**src/logic/ccee_regs.svh**
```systemverilog
// Register offsets, field positions and reset values of the CAN channel
// error/event block. Assumes a 32-bit APB with word-aligned registers.
`ifndef CCEE_REGS_SVH
`define CCEE_REGS_SVH

// ==========================================================================
// Offsets
`define CCEE_CTRL_OFF 12'h000
`define CCEE_ERFL_OFF 12'h004
`define CCEE_FIFO_OFF 12'h008
`define CCEE_STAT_OFF 12'h00C

// ==========================================================================
// Control register fields
`define CCEE_CTRL_BEIE 0
`define CCEE_CTRL_EWIE 1
`define CCEE_CTRL_PASSIVE_IRQ_EN 2
`define CCEE_CTRL_BUSOFF_START_IRQ_EN 3
`define CCEE_CTRL_BUSOFF_RECOVER_IRQ_EN 4
`define CCEE_CTRL_OLIE 5
`define CCEE_CTRL_BUSLOCK_IRQ_EN 6
`define CCEE_CTRL_ARB_LOST_IRQ_EN 7
`define CCEE_CTRL_WUIE 8
`define CCEE_CTRL_MODE_LO 16
`define CCEE_CTRL_BOM_LO 20
`define CCEE_CTRL_FORCE_BUSOFF_RECOVER 24
`define CCEE_CTRL_RESET 32'h0000_0000

// ==========================================================================
// Error flag register fields
`define CCEE_ERFL_BEF 0
`define CCEE_ERFL_EWF 1
`define CCEE_ERFL_EPF 2
`define CCEE_ERFL_BUSOFF_START_FLAG 3
`define CCEE_ERFL_BUSOFF_RECOVER_FLAG 4
`define CCEE_ERFL_OVERLOAD_FLAG 5
`define CCEE_ERFL_BLF 6
`define CCEE_ERFL_ALF 7
`define CCEE_ERFL_WUF 8
`define CCEE_ERFL_DET_LO 9
`define CCEE_ERFL_NFLAGS 16

// ==========================================================================
// FIFO config fields: rx thr [2:0], rx depth [6:4], trx thr [10:8], trx
// depth [14:12], rx level [23:16], trx level [31:24] (level read-only)
`define CCEE_FIFO_RXLVL_LO 16
`define CCEE_FIFO_TXLVL_LO 24

// ==========================================================================
// Counters and thresholds
`define CCEE_WARN_LIMIT 9'd95
`define CCEE_PASSIVE_LIMIT 9'd127
`define CCEE_BUSOFF_LIMIT 9'd255
`define CCEE_RECESSIVE_RUN 6'd11
`define CCEE_RECOVERY_SEQS 8'd128
`define CCEE_LOCK_RUN 6'd32

`endif

```
**src/logic/ccee_pkg.sv**
```systemverilog
// Types of the CAN channel error/event block.
// Assumes ccee_regs.svh holds the numeric constants.
package ccee_pkg;

  // ========================================================================
  // Channel mode change codes
  typedef enum logic [1:0] {
    CCEE_MODE_COMM = 2'h0,
    CCEE_MODE_RESET = 2'h1,
    CCEE_MODE_STANDBY = 2'h2,
    CCEE_MODE_KEEP = 2'h3
  } ccee_mode_t;

  // ========================================================================
  // Protocol engine event strobes, one cycle each
  typedef struct packed {
    logic bit_tick;    // One pulse per sampled bit
    logic overload;
    logic arb_lost;
    logic ack_delim_err;
    logic crc_err;
    logic ack_err;
    logic form_err;
    logic stuff_err;
    logic err_inc_tx;  // Transmit error counter +8
    logic err_inc_rx;  // Receive error counter +1
    logic ok_tx;       // Successful transmit, counter -1
    logic ok_rx;       // Successful receive, counter -1
  } ccee_evt_t;

  typedef enum {
    CCEE_ACTIVE,
    CCEE_BUSOFF,
    CCEE_STANDBY
  } ccee_state_t;

endpackage

```
**src/logic/ccee_channel_events.sv**
```systemverilog
// CAN channel error/event and interrupt-source logic, with APB registers.
// Assumes the protocol engine gives one-cycle event strobes and bit ticks.
//
// The placing of the registers and the APB interface to the registers are this design's own decisions.
`timescale 1ns/1ps
`default_nettype none
`include "ccee_regs.svh"

// Notes on behaviour
// [RULE_01] Warning flag when receive or transmit error counter exceeds 95.
// [RULE_02] Passive flag when either counter exceeds 127; enable gates irq.
// [RULE_03] Bus-off-start flag when transmit counter exceeds 255.
// [RULE_04] Recovery flag after 128 runs of 11 recessive bits.
// [RULE_05] Overload flag on overload condition, receiving or transmitting.
// [RULE_06] Bus-lock flag on 32 dominant bits in communication mode.
// [RULE_07] Arbitration-lost flag each time arbitration is lost.
// [RULE_08] Wakeup request on falling edge of the receive line.
// [RULE_09] Each event reaches the interrupt only through its own enable.
// [RULE_10] Request holds until software clears the flag to zero.
// [RULE_11] Bus-error event when any of seven detection flags sets.
// [RULE_12] Bit-zero and bit-one errors from driven versus sampled level.
// [RULE_13] Receive FIFO threshold: eighths one to seven, or full.
// [RULE_14] Software avoids odd eighths when receive depth code is 001.
// [RULE_15] Transmit/receive FIFO has the same eight thresholds and limit.
// [RULE_16] Channel reset before recovery completes suppresses recovery flag.
// [RULE_17] Forced recovery leaves bus off without recovery flag.
// [RULE_18] Behaviour code 01 enters standby at bus off, no recovery flag.
// [RULE_19] Code 11 with standby request during bus off: no recovery flag.
// [RULE_20] Flags are sticky until software clears them.
module ccee_channel_events
  import ccee_pkg::*;
(
  input wire logic pclk,                 // APB clock, 125 MHz
  input wire logic presetn,              // Asynchronous reset, active low
  input wire logic psel,                 // APB select
  input wire logic penable,              // APB access phase
  input wire logic pwrite,               // APB write
  input wire logic [11:0] paddr,         // APB byte address
  input wire logic [31:0] pwdata,        // APB write data
  output logic [31:0] prdata,            // APB read data
  output logic pready,                   // APB ready, always high
  output logic pslverr,                  // Unmapped address
  input wire ccee_evt_t evt,             // Protocol engine strobes
  input wire logic can_rx,               // Sampled bus level, 0 dominant
  input wire logic can_tx_drive,         // Level the node drives
  input wire logic [7:0] rx_fifo_level,  // Receive FIFO messages stored
  input wire logic [7:0] txrx_fifo_level,// Tx/rx FIFO messages stored
  output logic channel_irq,              // Channel error interrupt
  output logic wakeup_irq,               // Wakeup interrupt
  output logic rx_fifo_irq,              // Receive FIFO threshold reached
  output logic txrx_fifo_irq,            // Tx/rx FIFO threshold reached
  output logic busoff,                   // Node is bus off
  output logic [1:0] channel_mode        // Effective mode, ccee_mode_t code
);

  // ========================================================================
  // APB decode
  logic wr_en;
  logic rd_hit;
  assign wr_en = psel && penable && pwrite;
  assign pready = 1'b1;
  always_comb begin
    rd_hit = 1'b1;
    case (paddr)
      `CCEE_CTRL_OFF, `CCEE_ERFL_OFF, `CCEE_FIFO_OFF, `CCEE_STAT_OFF: ;
      default: rd_hit = 1'b0;
    endcase
  end
  assign pslverr = psel && penable && !rd_hit;

  // ========================================================================
  // Registers and state
  logic [31:0] channel_control_reg, channel_control_next;
  logic [`CCEE_ERFL_NFLAGS-1:0] channel_error_flag_reg;
  logic [`CCEE_ERFL_NFLAGS-1:0] channel_error_flag_next;
  logic [15:0] fifo_cfg_reg, fifo_cfg_next;
  logic [8:0] tec_reg, tec_next;
  logic [7:0] rec_reg, rec_next;
  ccee_state_t state_reg, state_next;
  logic [5:0] rrun_reg, rrun_next;
  logic [7:0] rseq_reg, rseq_next;
  logic [5:0] drun_reg, drun_next;
  logic rx_prev_reg;
  logic [31:0] prdata_next;

  logic passive_irq_en, busoff_start_irq_en, busoff_recover_irq_en;
  logic overload_irq_en, buslock_irq_en, arb_lost_irq_en;
  logic force_busoff_recover;
  logic [1:0] channel_mode_change, busoff_behaviour;
  assign passive_irq_en = channel_control_reg[`CCEE_CTRL_PASSIVE_IRQ_EN];
  assign busoff_start_irq_en = channel_control_reg[`CCEE_CTRL_BUSOFF_START_IRQ_EN];
  assign busoff_recover_irq_en = channel_control_reg[`CCEE_CTRL_BUSOFF_RECOVER_IRQ_EN];
  assign overload_irq_en = channel_control_reg[`CCEE_CTRL_OLIE];
  assign buslock_irq_en = channel_control_reg[`CCEE_CTRL_BUSLOCK_IRQ_EN];
  assign arb_lost_irq_en = channel_control_reg[`CCEE_CTRL_ARB_LOST_IRQ_EN];
  assign channel_mode_change =
    channel_control_reg[`CCEE_CTRL_MODE_LO +: 2];
  assign busoff_behaviour = channel_control_reg[`CCEE_CTRL_BOM_LO +: 2];
  // Recovery bit is a write pulse; it never stays stored
  assign force_busoff_recover = wr_en && paddr == `CCEE_CTRL_OFF &&
    pwdata[`CCEE_CTRL_FORCE_BUSOFF_RECOVER];

  // ========================================================================
  // Error detection
  logic bit0_err, bit1_err, fell, to_busoff, recovered;
  logic [6:0] det;
  logic [8:0] rec_ext;
  assign bit0_err = evt.bit_tick && !can_tx_drive && can_rx;  // [RULE_12]
  assign bit1_err = evt.bit_tick && can_tx_drive && !can_rx;  // [RULE_12]
  assign det = {evt.stuff_err, evt.form_err, evt.ack_err, evt.crc_err,
                bit1_err, bit0_err, evt.ack_delim_err};
  assign fell = rx_prev_reg && !can_rx;
  assign rec_ext = {1'b0, rec_reg};

  // ========================================================================
  // Counters, bus-off and recovery
  always_comb begin
    tec_next = tec_reg;
    rec_next = rec_reg;
    state_next = state_reg;
    rrun_next = rrun_reg;
    rseq_next = rseq_reg;
    drun_next = drun_reg;
    to_busoff = 1'b0;
    recovered = 1'b0;
    case (state_reg)
      CCEE_ACTIVE: begin
        if (evt.err_inc_tx || bit0_err || bit1_err) begin
          tec_next = tec_reg + 9'h008;
        end else if (evt.ok_tx && tec_reg != 9'h000) begin
          tec_next = tec_reg - 9'h001;
        end
        if (evt.err_inc_rx && rec_reg != 8'hFF) begin
          rec_next = rec_reg + 8'h01;
        end else if (evt.ok_rx && rec_reg != 8'h00) begin
          rec_next = rec_reg - 8'h01;
        end
        if (tec_next > `CCEE_BUSOFF_LIMIT) begin  // [RULE_03]
          to_busoff = 1'b1;
          rrun_next = 6'h00;
          rseq_next = 8'h00;
          state_next = (busoff_behaviour == 2'h1) ?  // [RULE_18]
            CCEE_STANDBY : CCEE_BUSOFF;
        end
      end
      CCEE_BUSOFF: begin
        if (channel_mode_change == CCEE_MODE_RESET ||  // [RULE_16]
            force_busoff_recover) begin               // [RULE_17]
          state_next = CCEE_ACTIVE;
          tec_next = 9'h000;
          rec_next = 8'h00;
        end else if (busoff_behaviour == 2'h3 &&
                     channel_mode_change == CCEE_MODE_STANDBY) begin
          state_next = CCEE_STANDBY;  // [RULE_19]
        end else if (evt.bit_tick) begin
          if (!can_rx) begin
            rrun_next = 6'h00;
          end else if (rrun_reg == `CCEE_RECESSIVE_RUN - 6'h01) begin
            rrun_next = 6'h00;
            rseq_next = rseq_reg + 8'h01;
            if (rseq_reg == `CCEE_RECOVERY_SEQS - 8'h01) begin
              recovered = 1'b1;  // [RULE_04]
              state_next = CCEE_ACTIVE;
              tec_next = 9'h000;
              rec_next = 8'h00;
            end
          end else begin
            rrun_next = rrun_reg + 6'h01;
          end
        end
      end
      CCEE_STANDBY: begin
        if (channel_mode_change == CCEE_MODE_RESET ||
            force_busoff_recover) begin
          state_next = CCEE_ACTIVE;
          tec_next = 9'h000;
          rec_next = 8'h00;
        end
      end
      default: state_next = CCEE_ACTIVE;
    endcase
    if (evt.bit_tick) begin
      if (can_rx || channel_mode_change != CCEE_MODE_COMM) begin
        drun_next = 6'h00;
      end else if (drun_reg != `CCEE_LOCK_RUN) begin
        drun_next = drun_reg + 6'h01;
      end
    end
  end

  // ========================================================================
  // Sticky flags; a set in the same cycle beats a software clear
  logic [`CCEE_ERFL_NFLAGS-1:0] set_vec;
  always_comb begin
    set_vec = '0;
    set_vec[`CCEE_ERFL_BEF] = |det;  // [RULE_11]
    set_vec[`CCEE_ERFL_EWF] = tec_reg > `CCEE_WARN_LIMIT ||
      rec_ext > `CCEE_WARN_LIMIT;  // [RULE_01]
    set_vec[`CCEE_ERFL_EPF] = tec_reg > `CCEE_PASSIVE_LIMIT ||
      rec_ext > `CCEE_PASSIVE_LIMIT;  // [RULE_02]
    set_vec[`CCEE_ERFL_BUSOFF_START_FLAG] = to_busoff;  // [RULE_03]
    set_vec[`CCEE_ERFL_BUSOFF_RECOVER_FLAG] = recovered;  // [RULE_04]
    set_vec[`CCEE_ERFL_OVERLOAD_FLAG] = evt.overload;  // [RULE_05]
    set_vec[`CCEE_ERFL_BLF] = evt.bit_tick && !can_rx &&
      drun_reg == `CCEE_LOCK_RUN - 6'h01 &&
      channel_mode_change == CCEE_MODE_COMM;  // [RULE_06]
    set_vec[`CCEE_ERFL_ALF] = evt.arb_lost;  // [RULE_07]
    set_vec[`CCEE_ERFL_WUF] = fell;  // [RULE_08]
    set_vec[`CCEE_ERFL_DET_LO +: 7] = det;  // [RULE_11]
    channel_error_flag_next = channel_error_flag_reg;
    if (wr_en && paddr == `CCEE_ERFL_OFF) begin
      // Writing 0 clears a flag, writing 1 leaves it  [RULE_10]
      channel_error_flag_next = channel_error_flag_reg &
        pwdata[`CCEE_ERFL_NFLAGS-1:0];
    end
    channel_error_flag_next = channel_error_flag_next | set_vec;  // [RULE_20]
  end

  // ========================================================================
  // Register writes
  always_comb begin
    channel_control_next = channel_control_reg;
    fifo_cfg_next = fifo_cfg_reg;
    if (wr_en && paddr == `CCEE_CTRL_OFF) begin
      channel_control_next = pwdata & 32'h0033_01FF;
    end
    if (wr_en && paddr == `CCEE_FIFO_OFF) begin
      fifo_cfg_next = pwdata[15:0] & 16'h7777;
    end
    // Automatic standby entry shows in the mode field
    if (state_reg == CCEE_ACTIVE && state_next == CCEE_STANDBY) begin
      channel_control_next[`CCEE_CTRL_MODE_LO +: 2] = 2'h2;  // [RULE_18]
    end
  end

  // ========================================================================
  // FIFO thresholds: level compared against depth*(code+1)/8
  function automatic logic fifo_hit(input logic [2:0] thr,
                                    input logic [2:0] dcode,
                                    input logic [7:0] level);
    logic [7:0] depth;
    logic [10:0] lhs;
    logic [10:0] rhs;
    depth = 8'h00;
    lhs = 11'h000;
    rhs = 11'h000;
    case (dcode)
      3'h0: depth = 8'h00;
      3'h1: depth = 8'h04;
      3'h2: depth = 8'h08;
      3'h3: depth = 8'h10;
      3'h4: depth = 8'h20;
      3'h5: depth = 8'h30;
      3'h6: depth = 8'h40;
      default: depth = 8'h80;
    endcase
    lhs = {level, 3'h0};
    rhs = {3'h0, depth} * ({8'h00, thr} + 11'h001);
    // Odd eighths at depth 4 fall between messages; software avoids them
    fifo_hit = depth != 8'h00 && lhs >= rhs;  // [RULE_13] [RULE_15]
  endfunction

  // ========================================================================
  // Read mux
  always_comb begin
    prdata_next = 32'h0000_0000;
    case (paddr)
      `CCEE_CTRL_OFF: prdata_next = channel_control_reg;
      `CCEE_ERFL_OFF: prdata_next = {16'h0000, channel_error_flag_reg};
      `CCEE_FIFO_OFF: prdata_next = {txrx_fifo_level, rx_fifo_level,
                                     fifo_cfg_reg};
      `CCEE_STAT_OFF: prdata_next = {6'h00, busoff, 6'h00,
                                     channel_mode, tec_reg, rec_reg};
      default: prdata_next = 32'h0000_0000;
    endcase
  end
  assign prdata = prdata_next;

  // ========================================================================
  // Flip-flops
  always_ff @(posedge pclk or negedge presetn) begin
    if (!presetn) begin
      channel_control_reg <= `CCEE_CTRL_RESET;
      channel_error_flag_reg <= '0;
      fifo_cfg_reg <= 16'h0000;
      tec_reg <= 9'h000;
      rec_reg <= 8'h00;
      state_reg <= CCEE_ACTIVE;
      rrun_reg <= 6'h00;
      rseq_reg <= 8'h00;
      drun_reg <= 6'h00;
      rx_prev_reg <= 1'b1;
    end else begin
      channel_control_reg <= channel_control_next;
      channel_error_flag_reg <= channel_error_flag_next;
      fifo_cfg_reg <= fifo_cfg_next;
      tec_reg <= tec_next;
      rec_reg <= rec_next;
      state_reg <= state_next;
      rrun_reg <= rrun_next;
      rseq_reg <= rseq_next;
      drun_reg <= drun_next;
      rx_prev_reg <= can_rx;
    end
  end

  // ========================================================================
  // Interrupt outputs
  logic [7:0] en_vec;
  assign en_vec = channel_control_reg[7:0];
  assign channel_irq = |(en_vec & channel_error_flag_reg[7:0]);  // [RULE_09]
  assign wakeup_irq = channel_control_reg[`CCEE_CTRL_WUIE] &&
    channel_error_flag_reg[`CCEE_ERFL_WUF];  // [RULE_08]
  assign rx_fifo_irq = fifo_hit(fifo_cfg_reg[2:0], fifo_cfg_reg[6:4],
                                rx_fifo_level);
  assign txrx_fifo_irq = fifo_hit(fifo_cfg_reg[10:8], fifo_cfg_reg[14:12],
                                  txrx_fifo_level);
  assign busoff = state_reg == CCEE_BUSOFF;
  assign channel_mode = (state_reg == CCEE_STANDBY) ? 2'h2 :
    channel_mode_change;

  // ========================================================================
  // Assertions
  property p_warn;
    @(posedge pclk) disable iff (!presetn)
    (tec_reg > 9'd95 || rec_reg > 8'd95) |=> channel_error_flag_reg[1];
  endproperty
  a_warn: assert property (p_warn) // [RULE_01]
    else $error("warning flag missed");
  property p_passive;
    @(posedge pclk) disable iff (!presetn)
    (tec_reg > 9'd127 || rec_reg > 8'd127) |=> channel_error_flag_reg[2];
  endproperty
  a_passive: assert property (p_passive) // [RULE_02]
    else $error("passive missed");
  property p_boff;
    @(posedge pclk) disable iff (!presetn)
    (state_reg == CCEE_ACTIVE && state_next != CCEE_ACTIVE)
      |=> channel_error_flag_reg[3];
  endproperty
  a_boff: assert property (p_boff) // [RULE_03]
    else $error("bus-off flag missed");
  property p_busoff_recover_flag_src;
    @(posedge pclk) disable iff (!presetn)
    $rose(channel_error_flag_reg[4]) |-> $past(state_reg == CCEE_BUSOFF);
  endproperty
  a_busoff_recover_flag_src: assert property (p_busoff_recover_flag_src) // [RULE_16]
    else $error("stray recovery");
  property p_force;
    @(posedge pclk) disable iff (!presetn)
    (busoff && force_busoff_recover && !recovered)
      |=> !busoff && ($stable(channel_error_flag_reg[4]) ||
                      !channel_error_flag_reg[4]);
  endproperty
  a_force: assert property (p_force) else $error("forced recovery"); // [RULE_17]
  property p_arb;
    @(posedge pclk) disable iff (!presetn)
    evt.arb_lost |=> channel_error_flag_reg[7];
  endproperty
  a_arb: assert property (p_arb) else $error("arb lost missed"); // [RULE_07]
  property p_wake;
    @(posedge pclk) disable iff (!presetn)
    (fell && channel_control_reg[8]) |=> wakeup_irq;
  endproperty
  a_wake: assert property (p_wake) else $error("wakeup missed"); // [RULE_08]
  property p_sticky;
    @(posedge pclk) disable iff (!presetn)
    (channel_error_flag_reg[5] && !(wr_en && paddr == `CCEE_ERFL_OFF))
      |=> channel_error_flag_reg[5];
  endproperty
  a_sticky: assert property (p_sticky) else $error("flag dropped"); // [RULE_20]
  property p_irq;
    @(posedge pclk) disable iff (!presetn)
    channel_irq |-> |(channel_control_reg[7:0] & channel_error_flag_reg[7:0]);
  endproperty
  a_irq: assert property (p_irq) else $error("ungated interrupt"); // [RULE_09]
  c_busoff: cover property (@(posedge pclk) disable iff (!presetn)
    $rose(busoff));
  c_recover: cover property (@(posedge pclk) disable iff (!presetn)
    recovered);
  c_lock: cover property (@(posedge pclk) disable iff (!presetn)
    set_vec[6]);

endmodule // ccee_channel_events
`default_nettype wire

```
**config.mk**
```make
export PLATFORM = sky130hd
export DESIGN_NAME = ccee_channel_events
export DESIGN_NICKNAME = d
export VERILOG_FILES = /design/src/logic/ccee_pkg.sv /design/src/logic/ccee_channel_events.sv
export VERILOG_INCLUDE_DIRS = /design/src /design/src/logic
export SDC_FILE = /design/constraint.sdc
export NUM_CORES = 1
export LEC_CHECK = 0
export BUFFER_PORTS_ARGS = -buffer_cell sky130_fd_sc_hd__buf_4
export CAP_MARGIN = 30
export CORE_ASPECT_RATIO = 1.75
export CORE_MARGIN = 10
export CORE_UTILIZATION = 46
export CTS_BUF_LIST = sky130_fd_sc_hd__clkbuf_16
export CTS_CLUSTER_SIZE = 14
export DETAILED_ROUTE_END_ITERATION = 12
export GPL_TIMING_DRIVEN = 0
export PLACE_DENSITY = 0.69
export SLEW_MARGIN = 20
export SYNTH_ARGS = -nofsm -noshare
export SYNTH_HDL_FRONTEND = slang
export SYNTH_SLANG_ARGS = --single-unit
```
**constraint.sdc**
```tcl
create_clock -name pclk -period 4.7 [get_ports pclk]
set_input_delay 0.94 -clock pclk [delete_from_list [all_inputs] [get_ports pclk]]
set_output_delay 0.94 -clock pclk [all_outputs]
set_load 0.005 [all_outputs]
```
**Word-level counts from Yosys, hierarchy flattened**

Cells that the tools add are included.

- Shifts and indexed selects: 0
- Magnitude comparators: 7
- Reduce and logical (&&, ||, !) cells: 55
- Div/mod/pow operators: 0
- Multipliers: 2
- Mux-type cells: 64
- Eq/ne operators: 42
- $add $sub $neg: 9
- Bitwise operators: 3

Operators by type and width:

| operator | count |
|---|---|
| 2-to-1 mux 32 bit | 8 |
| case mux 32 bit (4 select lines) | 1 |
| 2-to-1 mux 8 bit | 15 |
| case mux 8 bit (7 select lines) | 2 |
| case mux 32 bit (3 select lines) | 1 |
| 2-to-1 mux 9 bit | 10 |
| equality test 32 x 2 -> 1 bit, second input constant | 2 |
| equality test 32 x 3 -> 1 bit, second input constant | 2 |
| zero test 32 bit | 2 |
| 2-to-1 mux 6 bit | 8 |
| equality test 32 x 1 -> 1 bit, second input constant | 1 |
| case mux 9 bit (3 select lines) | 1 |
| equality test 12 x 4 -> 1 bit, second input constant | 2 |
| case mux 8 bit (3 select lines) | 1 |
| nonzero test 8 bit | 3 |
| logical AND 1 bit | 23 |
| greater-or-equal comparator 11 bit | 2 |
| multiplier 8 x 4 -> 11 bit | 2 |
| equality test 3 bit, second input constant | 6 |
| > comparator 9 x 7 -> 1 bit, second input constant | 2 |
| 2-to-1 mux 18 bit | 1 |
| inequality test 3 bit, second input constant | 6 |
| adder 8 x 1 -> 8 bit, second input constant | 2 |
| bitwise AND 16 bit | 1 |
| 40 further kinds | 78 |

- Memories kept: 0
- Flip-flop bits (word level): 111
- Memory bits (read-only): 0
- Memory bits (writable): 0
- Logic and storage cells: 193
- Latch bits: 0

**Depth between registers and ports, before layout**

Gate-level depths: netlist (run 1).

- Word-level depth: 13
- Depth in mapped cells: 19
- Depth with buffers taken out: 19

**Worst setup path before layout (run 1)**

Ideal clock, no wire load.

- Path type: register to output
- Start: reg fifo_cfg_reg[12]
- End: out txrx_fifo_irq
- Path slack: -0.050 ns
- Arrival time: 3.810 ns
- Stages on the path, launching flop included: 17
- Buffers on the path: 1
- Path through: dfrtp_1 -> clkbuf_1 -> nor3b_1 -> nand4_1 -> fa_1 -> fa_1 -> inv_1 -> ha_1 -> a21o_1 -> a21oi_1 -> o21bai_1 -> a21oi_1 -> xor2_1 -> ha_1 -> o21ai_0 -> a21oi_1 -> o31a_1

- Cells in the longest elaborated chain, start to end: 5
- Elaborated cells between the ends (all ways): 12

Ends and longest elaborated chain:

| element | line | source |
|---|---|---|
| from (decl) | ccee_channel_events.sv:76 | `logic [15:0] fifo_cfg_reg, fifo_cfg_next;` |
| from (signal assigned) | ccee_channel_events.sv:296 | `fifo_cfg_reg <= fifo_cfg_next;` |
| equality test 3 bit (tied with other cells) | ccee_channel_events.sv:247 | `case (dcode)` |
| case mux 8 bit (7 select lines) (*) | ccee_channel_events.sv:247 |  |
| multiplier 8 x 4 -> 11 bit | ccee_channel_events.sv:258 | `rhs = {3'h0, depth} * ({8'h00, thr} + 11'h001);` |
| greater-or-equal comparator 11 bit | ccee_channel_events.sv:260 | `fifo_hit = depth != 8'h00 && lhs >= rhs;` |
| logical AND 1 bit (*) | ccee_channel_events.sv:260 |  |
| to (decl) | ccee_channel_events.sv:51 | `output logic txrx_fifo_irq,` |

Every way passes the cells marked *; elsewhere a longest branch is shown, timed or not.

**Final worst setup path (run 1)**

- Start: reg fifo_cfg_reg[13]
- End: out txrx_fifo_irq

The elaborated chain is that of the path after synthesis.

==> impl_metrics.toml, run 1 <==
[run]
maxCapViolations = 0

[detailed_routing]
vias = 6771
drt_iter0_markers = 350
drc = 0
ant_nets = 0
wl_mm = 22.3
dr.pass1.iters = 5
via_per_inst = 5.61
wire_per_inst_um = 18.5

[yosys]
syn_area_um2 = 7740
async_flop_share_pct = 100
synthCells = 808
synth.ff_latch_count = 111
syn_avg_cell_area_um2 = 9.59
synth_top_area_cell = "dfrtp_1"
ys_seq_area_share_pct = 35.9
synth-compound-area-share_pct = 12.3
yosys_warnings = 0
yosys-top-cells-count = "dfrtp_1 (110), nor2_1 (64), ha_1 (59)"
synth_mux_area_share_pct = 8.38
synth_top_family_by_area = "simple AND/OR/NAND/NOR gates"
yosys.area_share.simple_pct = 21.8
synth_fa_ha_area_share_pct = 13.9
ys_types = 67
yosysTopAreaCellShare_pct = 35.5
synth_edf_count = 0
synthTopCellsByArea = "dfrtp_1 (36%), ha_1 (9.5%), mux2_2 (4.8%)"
synth_xor_area_share_pct = 3.62
synthFlopType = "dfrtp_1"
synth_most_common_cell = "dfrtp_1"

[timing]
hold_violations = 0
finalCritPeriodShare_pct = 109
setup_viol = 2
rsz0062_at_grt = "yes"
finalSetupTns_ps = -855
setup_ws_ps = -436
max_freq_ghz = 0.195
tightest_slew_ps = 837
maxSlewViolCount = 0
fin_crit_ps = 5140
fin_skew_ps = 9.33
max_slew_margin_pct = 43.4

[global_route]
grt_usage_pct = 19.3
grt_overflow = 0
grt_pass1_vias = 6976
grt_pass1_wl_mm = 35.0
antenna_found_initial = 0
grt_start_max_net_pins = 61

[place]
placed_cell_area_um2 = 8970
gp_congestion = 0.884
io_buffer_count = 107
pre_cts_ws_ps = -541
dpl.hpwl_mm = 17.5

[power]
pwr-share-clk_pct = 38.9
switching_share_pct = 25.4
vdd_drop_max_v = 0.000167
p_per_area_nw_per_um2 = 199
p_leak_nw = 4.40
seqPwrFrac_pct = 51.3
combPwrFrac_pct = 9.8
switchingPower_w = 0.000488
p_int_w = 0.00144

[setup_path]
critical_path_arrival_ps = 4200
path_max_fanout = 8
critical_path_required_ps = 3760
worstSetupEndpointType = "output port"
worst-setup-path-type = "flip-flop to output port"
crit_path_start_kind = "flip-flop"

[clocking]
cts_buffers = 9
clockBufferDepth = 2
clock_latency_ps = 360
cts_tree = "built"
htree_levels = 3
root_buffer = "clkbuf_16"
clk_pin_slew_worst_paths_ps = 80
cts_sinks = 111

[floorplanning]
io_pins = 120
fp.dieH_um = 192
rows = 62
core_area_um2 = 16400
initial_core_util_pct = 47.1
dieArea_um2 = 22600
die_w_um = 118

[final_layout]
largest_reg_flops = 32
antenna_cells = 0
fin_nets = 1132
final_util_pct = 58.7
fin_area_um2 = 9660
drive_gt1_share_pct = 24.8
area_growth_pct = 24.7

[status]
violations = "setup timing"
status = "finished with violations"

[worst_hold_path]
min_path_type = "input pin to asynchronous set/reset pin"
-- repair_timing --
item,4_1_cts,5_1_grt
buffers inserted,21,0
hold buffers,0,0
gates resized for setup,49,7
pin swaps,20,3
setup endpoints to repair,2,2
-- cells by family (layout without fill, tap and decap cells) --
logic type | count (synthesis) | after routing
AO/OA/AOI/OAI | 146 | 146
buffers and inverters | 78 | 223
XOR/XNOR | 32 | 32
adder cells (fa/ha/maj) | 76 | 76
flip-flops | 111 | 111
other | 2 | 31
multiplexers | 52 | 52
AND/OR/NAND/NOR | 311 | 311
-- critical path, cell delays in order (launching register included) --
cell      delay (ps)
dfrtp_1          400
clkbuf_8         170
xor2_2           190
nand3_1          140
fa_1             520
fa_1             550
inv_1             60
ha_1             290
a21o_1           190
a21oi_2          160
o21bai_1          80
a21oi_1          160
xor2_1           160
ha_1             250
o21ai_0           70
a21oi_1           60
o31a_1           240
buf_4            130
-- routing by layer --
metal	up-vias	share of wire, %	track usage, %
met1	3258	37	19.4
met3	59	4.8	3.06
met5	-	0	0
met2	228	54	36.8
met4	0	4.6	10.7
li1	3226	-	-
-- final timing paths --
kind	end	cells past startpoint	from	slack, ps
min in group pclk	channel_error_flag_reg[8]	2	rx_prev_reg	510
worst max register to register	rec_reg[3]	8	rrun_reg[0]	1600
worst max-delay path	txrx_fifo_irq	17	fifo_cfg_reg[13]	-440
worst min-delay path	state_reg[2]	1	presetn	510
max in group asynchronous	rx_prev_reg	2	presetn	3500
worst min register to register	channel_error_flag_reg[8]	2	rx_prev_reg	510
-- final cells by class --
| cell class | instances | area [µm²] |
|---|---|---|
| fillers | 1467 | 6790 |
| multi-input cells | 648 | 4960 |
| flip-flops and latches | 111 | 2790 |
| repair buffers | 131 | 1010 |
| well taps | 224 | 280 |
| clock buffers | 9 | 225 |
| inverters | 48 | 180 |
| plain buffers | 28 | 161 |
| clock inverters | 7 | 62.6 |
-- power groups by stage --
stage | clock [W] | combinational, W | sequential (W)
CTS | 0.000762 | 0.000187 | 0.000987
global placement | 0 | 0.000179 | 0.00101
finish | 0.000748 | 0.000188 | 0.000987
floorplan | 0 | 0.0000867 | 0.00100
detailed placement | 0 | 0.000185 | 0.00101
global route | 0.000801 | 0.000211 | 0.000990
-- layout by cell type (no fill, tap or decap), drive strengths merged, types with 15 or more instances in the layout --
master / instances
and3: 15
a21oi: 22
ha: 59
clkbuf: 31
xnor2: 19
o21ai: 55
and2: 28
nand2b: 16
conb: 31
inv: 52
nor3: 21
nor4: 17
fa: 17
nand3: 26
mux2: 33
nand2: 48
nand4: 18
nor2: 64
dfrtp: 110
buf: 137
-- stage by stage --
| stage | hold WS [ps] | std cells | total power, W |
|---|---|---|---|
| 2_1_floorplan | 467 | 837 | 0.00109 |
| 3_3_place_gp | 487 | 1168 | 0.00118 |
| 3_5_place_dp | 497 | 1169 | 0.00119 |
| 4_1_cts | 509 | 1204 | 0.00194 |
| 5_1_grt | 526 | 1206 | 0.00200 |
| 6_report | 507 | 1206 | 0.00192 |
(Power assumes the default switching activity.)
==> run 2, diff against run 1 <==
==> constraint.sdc (replaced) <==
create_clock -name pclk -period 4.5 [get_ports pclk]
set_input_delay 0.9 -clock pclk [delete_from_list [all_inputs] [get_ports pclk]]
set_output_delay 0.9 -clock pclk [all_outputs]
set_load 0.005 [all_outputs]
==> run 2 against run 1 <==
  * The flow still finishes with violations (setup timing)
  * Setup slack got worse by 210 ps
  * Non-clock buffer count increased by 11
  * Largest power group unchanged
  * Routed wire length increased by 2.5%
  * Sequential power increased by 4%
  * Global-route usage increased by 0.56 points
  * Final cell count increased by 0.91%
  * Flip-flop and latch count unchanged
  * Clock skew decreased by 1.5 ps
  * First-iteration DRC count increased by 2.3%
  * Via count increased by 1.4%
  * Sequential share of layout area decreased by 0.61 points
  * Power increased by 4.4%
==> impl_metrics.toml, run 2 (synthesis results as in run 1) <==
[status]
status = "finished with violations"
violations = "setup timing"

[final_layout]
drive_gt1_share_pct = 27.7
fin_cells = 1217
largest_reg_flops = 32
antenna_cells = 0
fin_nets = 1143
area_growth_pct = 27.5
mostFrequentLayoutCell = "buf_4"
most-common-layout-cells = "buf_4 (136), dfrtp_1 (103), nor2_1 (59)"

[timing]
tightest_slew_ps = 986
fin_crit_ps = 5150
hold_violations = 0
finalCritPeriodShare_pct = 114
max_slew_margin_pct = 33.6
fin_skew_ps = 7.86
rsz0062_at_grt = "yes"
setup_ws_ps = -650
finalSetupTns_ps = -1270
maxSlewViolCount = 0
setup_viol = 2
max_freq_ghz = 0.194
hold-worst-slack_ps = 434

[run]
maxCapViolations = 0

[floorplanning]
dieArea_um2 = 22600
io_pins = 120
initial_core_util_pct = 47.1
core_area_um2 = 16400
rows = 62
fp.dieH_um = 192
die_w_um = 118

[power]
vdd_drop_max_v = 0.000178
p_leak_nw = 4.46
finalPower_w = 0.00201
p_per_area_nw_per_um2 = 203

[setup_path]
worst-setup-path-type = "flip-flop to output port"
regToRegSetupSlack_ps = 1390
crit_top_cell = "fa_2"
critical_path_arrival_ps = 4250
crit_path_start_kind = "flip-flop"
critical_path_required_ps = 3600
path_cells = "buf_8 > nor3b_4 > nand4_1 > fa_1 > fa_2 > buf_4 > fa_2 > ha_1 > a211oi_1 > o21ai_0 > o211ai_1 > a21oi_1 > o31a_1 > buf_6"
slowest_delay_ps = 550
cpMaxStageDelayCell = "fa_1"
path_max_fanout = 6
worstSetupEndpointType = "output port"

[clocking]
clockBufferDepth = 2
root_buffer = "clkbuf_16"
htree_levels = 3
cts_sinks = 111
clock_latency_ps = 360
cts_buffers = 9
cts_tree = "built"
cts_hold_buf = 0
clk_pin_slew_worst_paths_ps = 70

[detailed_routing]
vias = 6867
drc = 0
wl_mm = 22.8
ant_nets = 0
dr.pass1.iters = 5
via_per_inst = 5.64
drt_iter0_markers = 358
wire_per_inst_um = 18.8

[global_route]
antenna_found_initial = 0
met3_usage_pct = 2.56
grt_pass1_vias = 7149
grt_overflow = 0
gr-max-usage-layer = "met2"
grt_pass1_wl_mm = 36.1
use_met1_pct = 19.4
grt_usage_pct = 19.8
met2_usage_pct = 38.8
grt_start_max_net_pins = 76

[place]
pre_cts_ws_ps = -636
io_buffer_count = 107
gp_congestion = 0.859
dp.cells = 1169
dpl.hpwl_mm = 17.7

[worst_hold_path]
min_path_type = "input pin to asynchronous set/reset pin"
## run 2: stage by stage
stage,util [%],cell area [µm²]
final,60.0,9870
after global routing,60.0,9870
after CTS,59.0,9700
after detailed placement,54.8,9010
after global placement,54.6,8980
after floorplan,-,7890
## run 2: final timing paths
path | endpoint | depth (start not counted) | from
max | txrx_fifo_irq | 14 | fifo_cfg_reg[13]
min | state_reg[7] | 1 | presetn
min reg2reg | channel_error_flag_reg[11] | 2 | channel_error_flag_reg[11]
min in group pclk | channel_error_flag_reg[11] | 2 | channel_error_flag_reg[11]
max in group asynchronous | fifo_cfg_reg[6] | 2 | presetn
max reg2reg | rec_reg[6] | 10 | rec_reg[5]
## run 2: routing by layer
| metal | wire length (µm) | up-vias |
|---|---|---|
| met2 | 12700 | 193 |
| met1 | 8250 | 3363 |
| met4 | 1030 | 0 |
| li1 | - | 3245 |
| met5 | 0 | - |
| met3 | 876 | 66 |
## run 2: area by class of cell
class | instances | area, µm²
Timing Repair Buffer | 141 | 1090
Fill cell | 1449 | 6570
Multi-Input combinational cell | 648 | 5070
Clock buffer | 9 | 225
Clock inverter | 7 | 62.6
Inverter | 48 | 180
Buffer | 29 | 175
Sequential cell | 111 | 2790
Tap cell | 224 | 280
## run 2: report_power, final
group          internal, W  switching (W)
clock network     0.000390       0.000392
logic            0.0000916       0.000104
registers          0.00102      0.0000127
## run 2: what timing repair did
item                       in CTS  in global routing
pin swaps                      31                 26
setup buffers                  28                  4
setup endpoints to repair       2                  2
resized for setup              48                 30
## run 2: critical path, delay by kind of cell (launching register included)
| family | cells | cell delay [ps] |
|---|---|---|
| adders and majority gates | 4 | 1780 |
| AOI/OAI and AO/OA | 5 | 930 |
| buffers and inverters | 3 | 430 |
| DFF | 1 | 400 |
| and+or+nand+nor | 2 | 360 |
==> run 3, diff against run 2 <==
--- a/config.mk
+++ b/config.mk
@@ -10,12 +10,12 @@
 export CAP_MARGIN = 30
 export CORE_ASPECT_RATIO = 1.75
 export CORE_MARGIN = 10
-export CORE_UTILIZATION = 46
+export CORE_UTILIZATION = 44
 export CTS_BUF_LIST = sky130_fd_sc_hd__clkbuf_16
 export CTS_CLUSTER_SIZE = 14
 export DETAILED_ROUTE_END_ITERATION = 12
 export GPL_TIMING_DRIVEN = 0
-export PLACE_DENSITY = 0.69
+export PLACE_DENSITY = 0.78
 export SLEW_MARGIN = 20
 export SYNTH_ARGS = -nofsm -noshare
 export SYNTH_HDL_FRONTEND = slang
==> run 3 against run 2 <==
  * Cell area down 0.94%
  * Clock-buffer cell count is the same
  * Sequential share of layout area grew 0.27 points
  * Sequential power about the same
  * Die area rose by 3.9%
  * Critical path depth is 6 higher
  * Setup slack better by 66 ps
  * Largest power group unchanged
  * The run still ends with setup timing left
==> impl_metrics.toml, run 3 (synthesis results as in run 1) <==
[status]
status = "finished with violations"
violations = "setup timing"

[detailed_routing]
wire_per_inst_um = 18.6
wl_mm = 22.6
drc = 0
dr.pass1.iters = 5
vias = 6939
drt_iter0_markers = 373
via_per_inst = 5.71
ant_nets = 0

[final_layout]
final_util_pct = 56.3
fillers = 1477
seq_area_um2 = 2790
multi_input_area_um2 = 5030
most-common-layout-cells = "buf_4 (127), dfrtp_1 (103), nor2_1 (60)"
fin_cells = 1215
drive_gt1_share_pct = 26.1
largest_reg_flops = 32
mostFrequentLayoutCell = "buf_4"
fin_nets = 1134
antenna_cells = 0
area_growth_pct = 26.3

[global_route]
grt_pass1_vias = 6995
grt_usage_pct = 18.9
grt_start_max_net_pins = 112
grt_pass1_wl_mm = 35.7
grt_overflow = 0
antenna_found_initial = 0

[power]
p_per_area_nw_per_um2 = 211
p_leak_nw = 4.43
vdd_drop_max_v = 0.000149

[setup_path]
cpMaxStageDelayCell = "dfrtp_2"
path_cells = "ha_4 > xor2_4 > nand2_2 > buf_4 > nor3_2 > ha_1 > ha_1 > ha_1 > inv_1 > fa_2 > nor2b_4 > o21a_1 > buf_4 > nor2_1 > xor2_1 > ha_1 > nor4_2 > a211oi_2 > nand2b_1 > buf_4"
slowest_delay_ps = 450
critical_path_arrival_ps = 4180
path_max_fanout = 4
worst-setup-path-type = "flip-flop to output port"
worstSetupEndpointType = "output port"
crit_top_cell = "ha_1"
regToRegSetupSlack_ps = 1480
critical_path_required_ps = 3600
crit_path_start_kind = "flip-flop"

[timing]
setup_viol = 2
fin_skew_ps = 10.7
maxSlewViolCount = 0
hold_violations = 0
max_freq_ghz = 0.197
setup_ws_ps = -585
fin_crit_ps = 5080
finalCritPeriodShare_pct = 113
tightest_slew_ps = 758
max_slew_margin_pct = 48.8
rsz0062_at_grt = "yes"

[floorplanning]
rows = 64
initial_core_util_pct = 44.6
die_w_um = 120
fp.dieH_um = 196
core_area_um2 = 17400
io_pins = 120
dieArea_um2 = 23500

[clocking]
htree_levels = 3
cts_sinks = 111
cts_buffers = 9
cts_hold_buf = 0
clock_latency_ps = 360
clk_pin_slew_worst_paths_ps = 80
cts_tree = "built"
clockBufferDepth = 2
root_buffer = "clkbuf_16"

[place]
gp_congestion = 0.931
dpl.hpwl_mm = 17.5
dp.cells = 1176
io_buffer_count = 107

[worst_hold_path]
min_path_type = "input pin to asynchronous set/reset pin"

[run]
maxCapViolations = 0
## run 3: cell count changes in the layout (fill, tap and decap cells not counted), sizes merged
cell / delta
buf: -11
clkbuf: +3
bufinv: +1
clkdlybuf4s18: -1
inv: -1
## run 3: per-stage QoR
| step | total power [W] | setup TNS [ps] | setup slack (ps) | instance area (µm²) | hold slack, ps |
|---|---|---|---|---|---|
| 2_1_floorplan | 0.00114 | -9.64 | -9.64 | 7890 | 467 |
| 3_3_place_gp | 0.00124 | -864 | -479 | 8990 | 484 |
| 3_5_place_dp | 0.00124 | -1000 | -557 | 8990 | 505 |
| 4_1_cts | 0.00207 | -1060 | -535 | 9640 | 521 |
| 5_1_grt | 0.00213 | -1460 | -747 | 9780 | 462 |
| 6_report | 0.00207 | -1170 | -585 | 9780 | 442 |
## run 3: final timing paths
check / endpoint / depth (start not counted) / start
worst min-delay path: drun_reg[2] / 1 / presetn
worst max-delay path: rx_fifo_irq / 20 / fifo_cfg_reg[1]
worst max register to register: rec_reg[5] / 8 / rrun_reg[0]
min in group pclk: channel_error_flag_reg[11] / 2 / channel_error_flag_reg[11]
worst min register to register: channel_error_flag_reg[11] / 2 / channel_error_flag_reg[11]
max in group asynchronous: fifo_cfg_reg[5] / 2 / presetn
## run 3: worst max-delay path: cells and delay by family, from the launching register on
family,cells,cell delay [ps]
flops,1,450
fa+ha+maj,6,1500
simple gates,6,810
xor+xnor,2,320
compound gates,2,270
buf+inv,4,470
## run 3: power by group
group          internal (W)  leakage (nW)  switching [W]
clock network      0.000445         0.150       0.000390
logic             0.0000932          2.92       0.000107
registers           0.00102          1.36      0.0000126
## run 3: area by class of cell
type                    instances  area share [%]
repair buffers                132            10.4
well taps                     231            2.96
inverters                      48            1.84
multi-input cells             648            51.4
flip-flops and latches        111            28.5
plain buffers                  29            1.68
clock inverters                 7           0.908
clock buffers                   9            2.30
## run 3: metal layers
layer	share of wire, %	global-route usage (%)	vias to the layer above
li1	-	-	3223
met1	33	18.1	3339
met2	54	35.4	286
met3	6.2	3.24	91
met4	6.4	13.0	0
met5	0	0	-
## run 3: timing repair
item,CTS,global route
endpoints found under the setup margin,2,2
buffers inserted,20,2
gates resized for setup,43,20
pin swaps,27,14
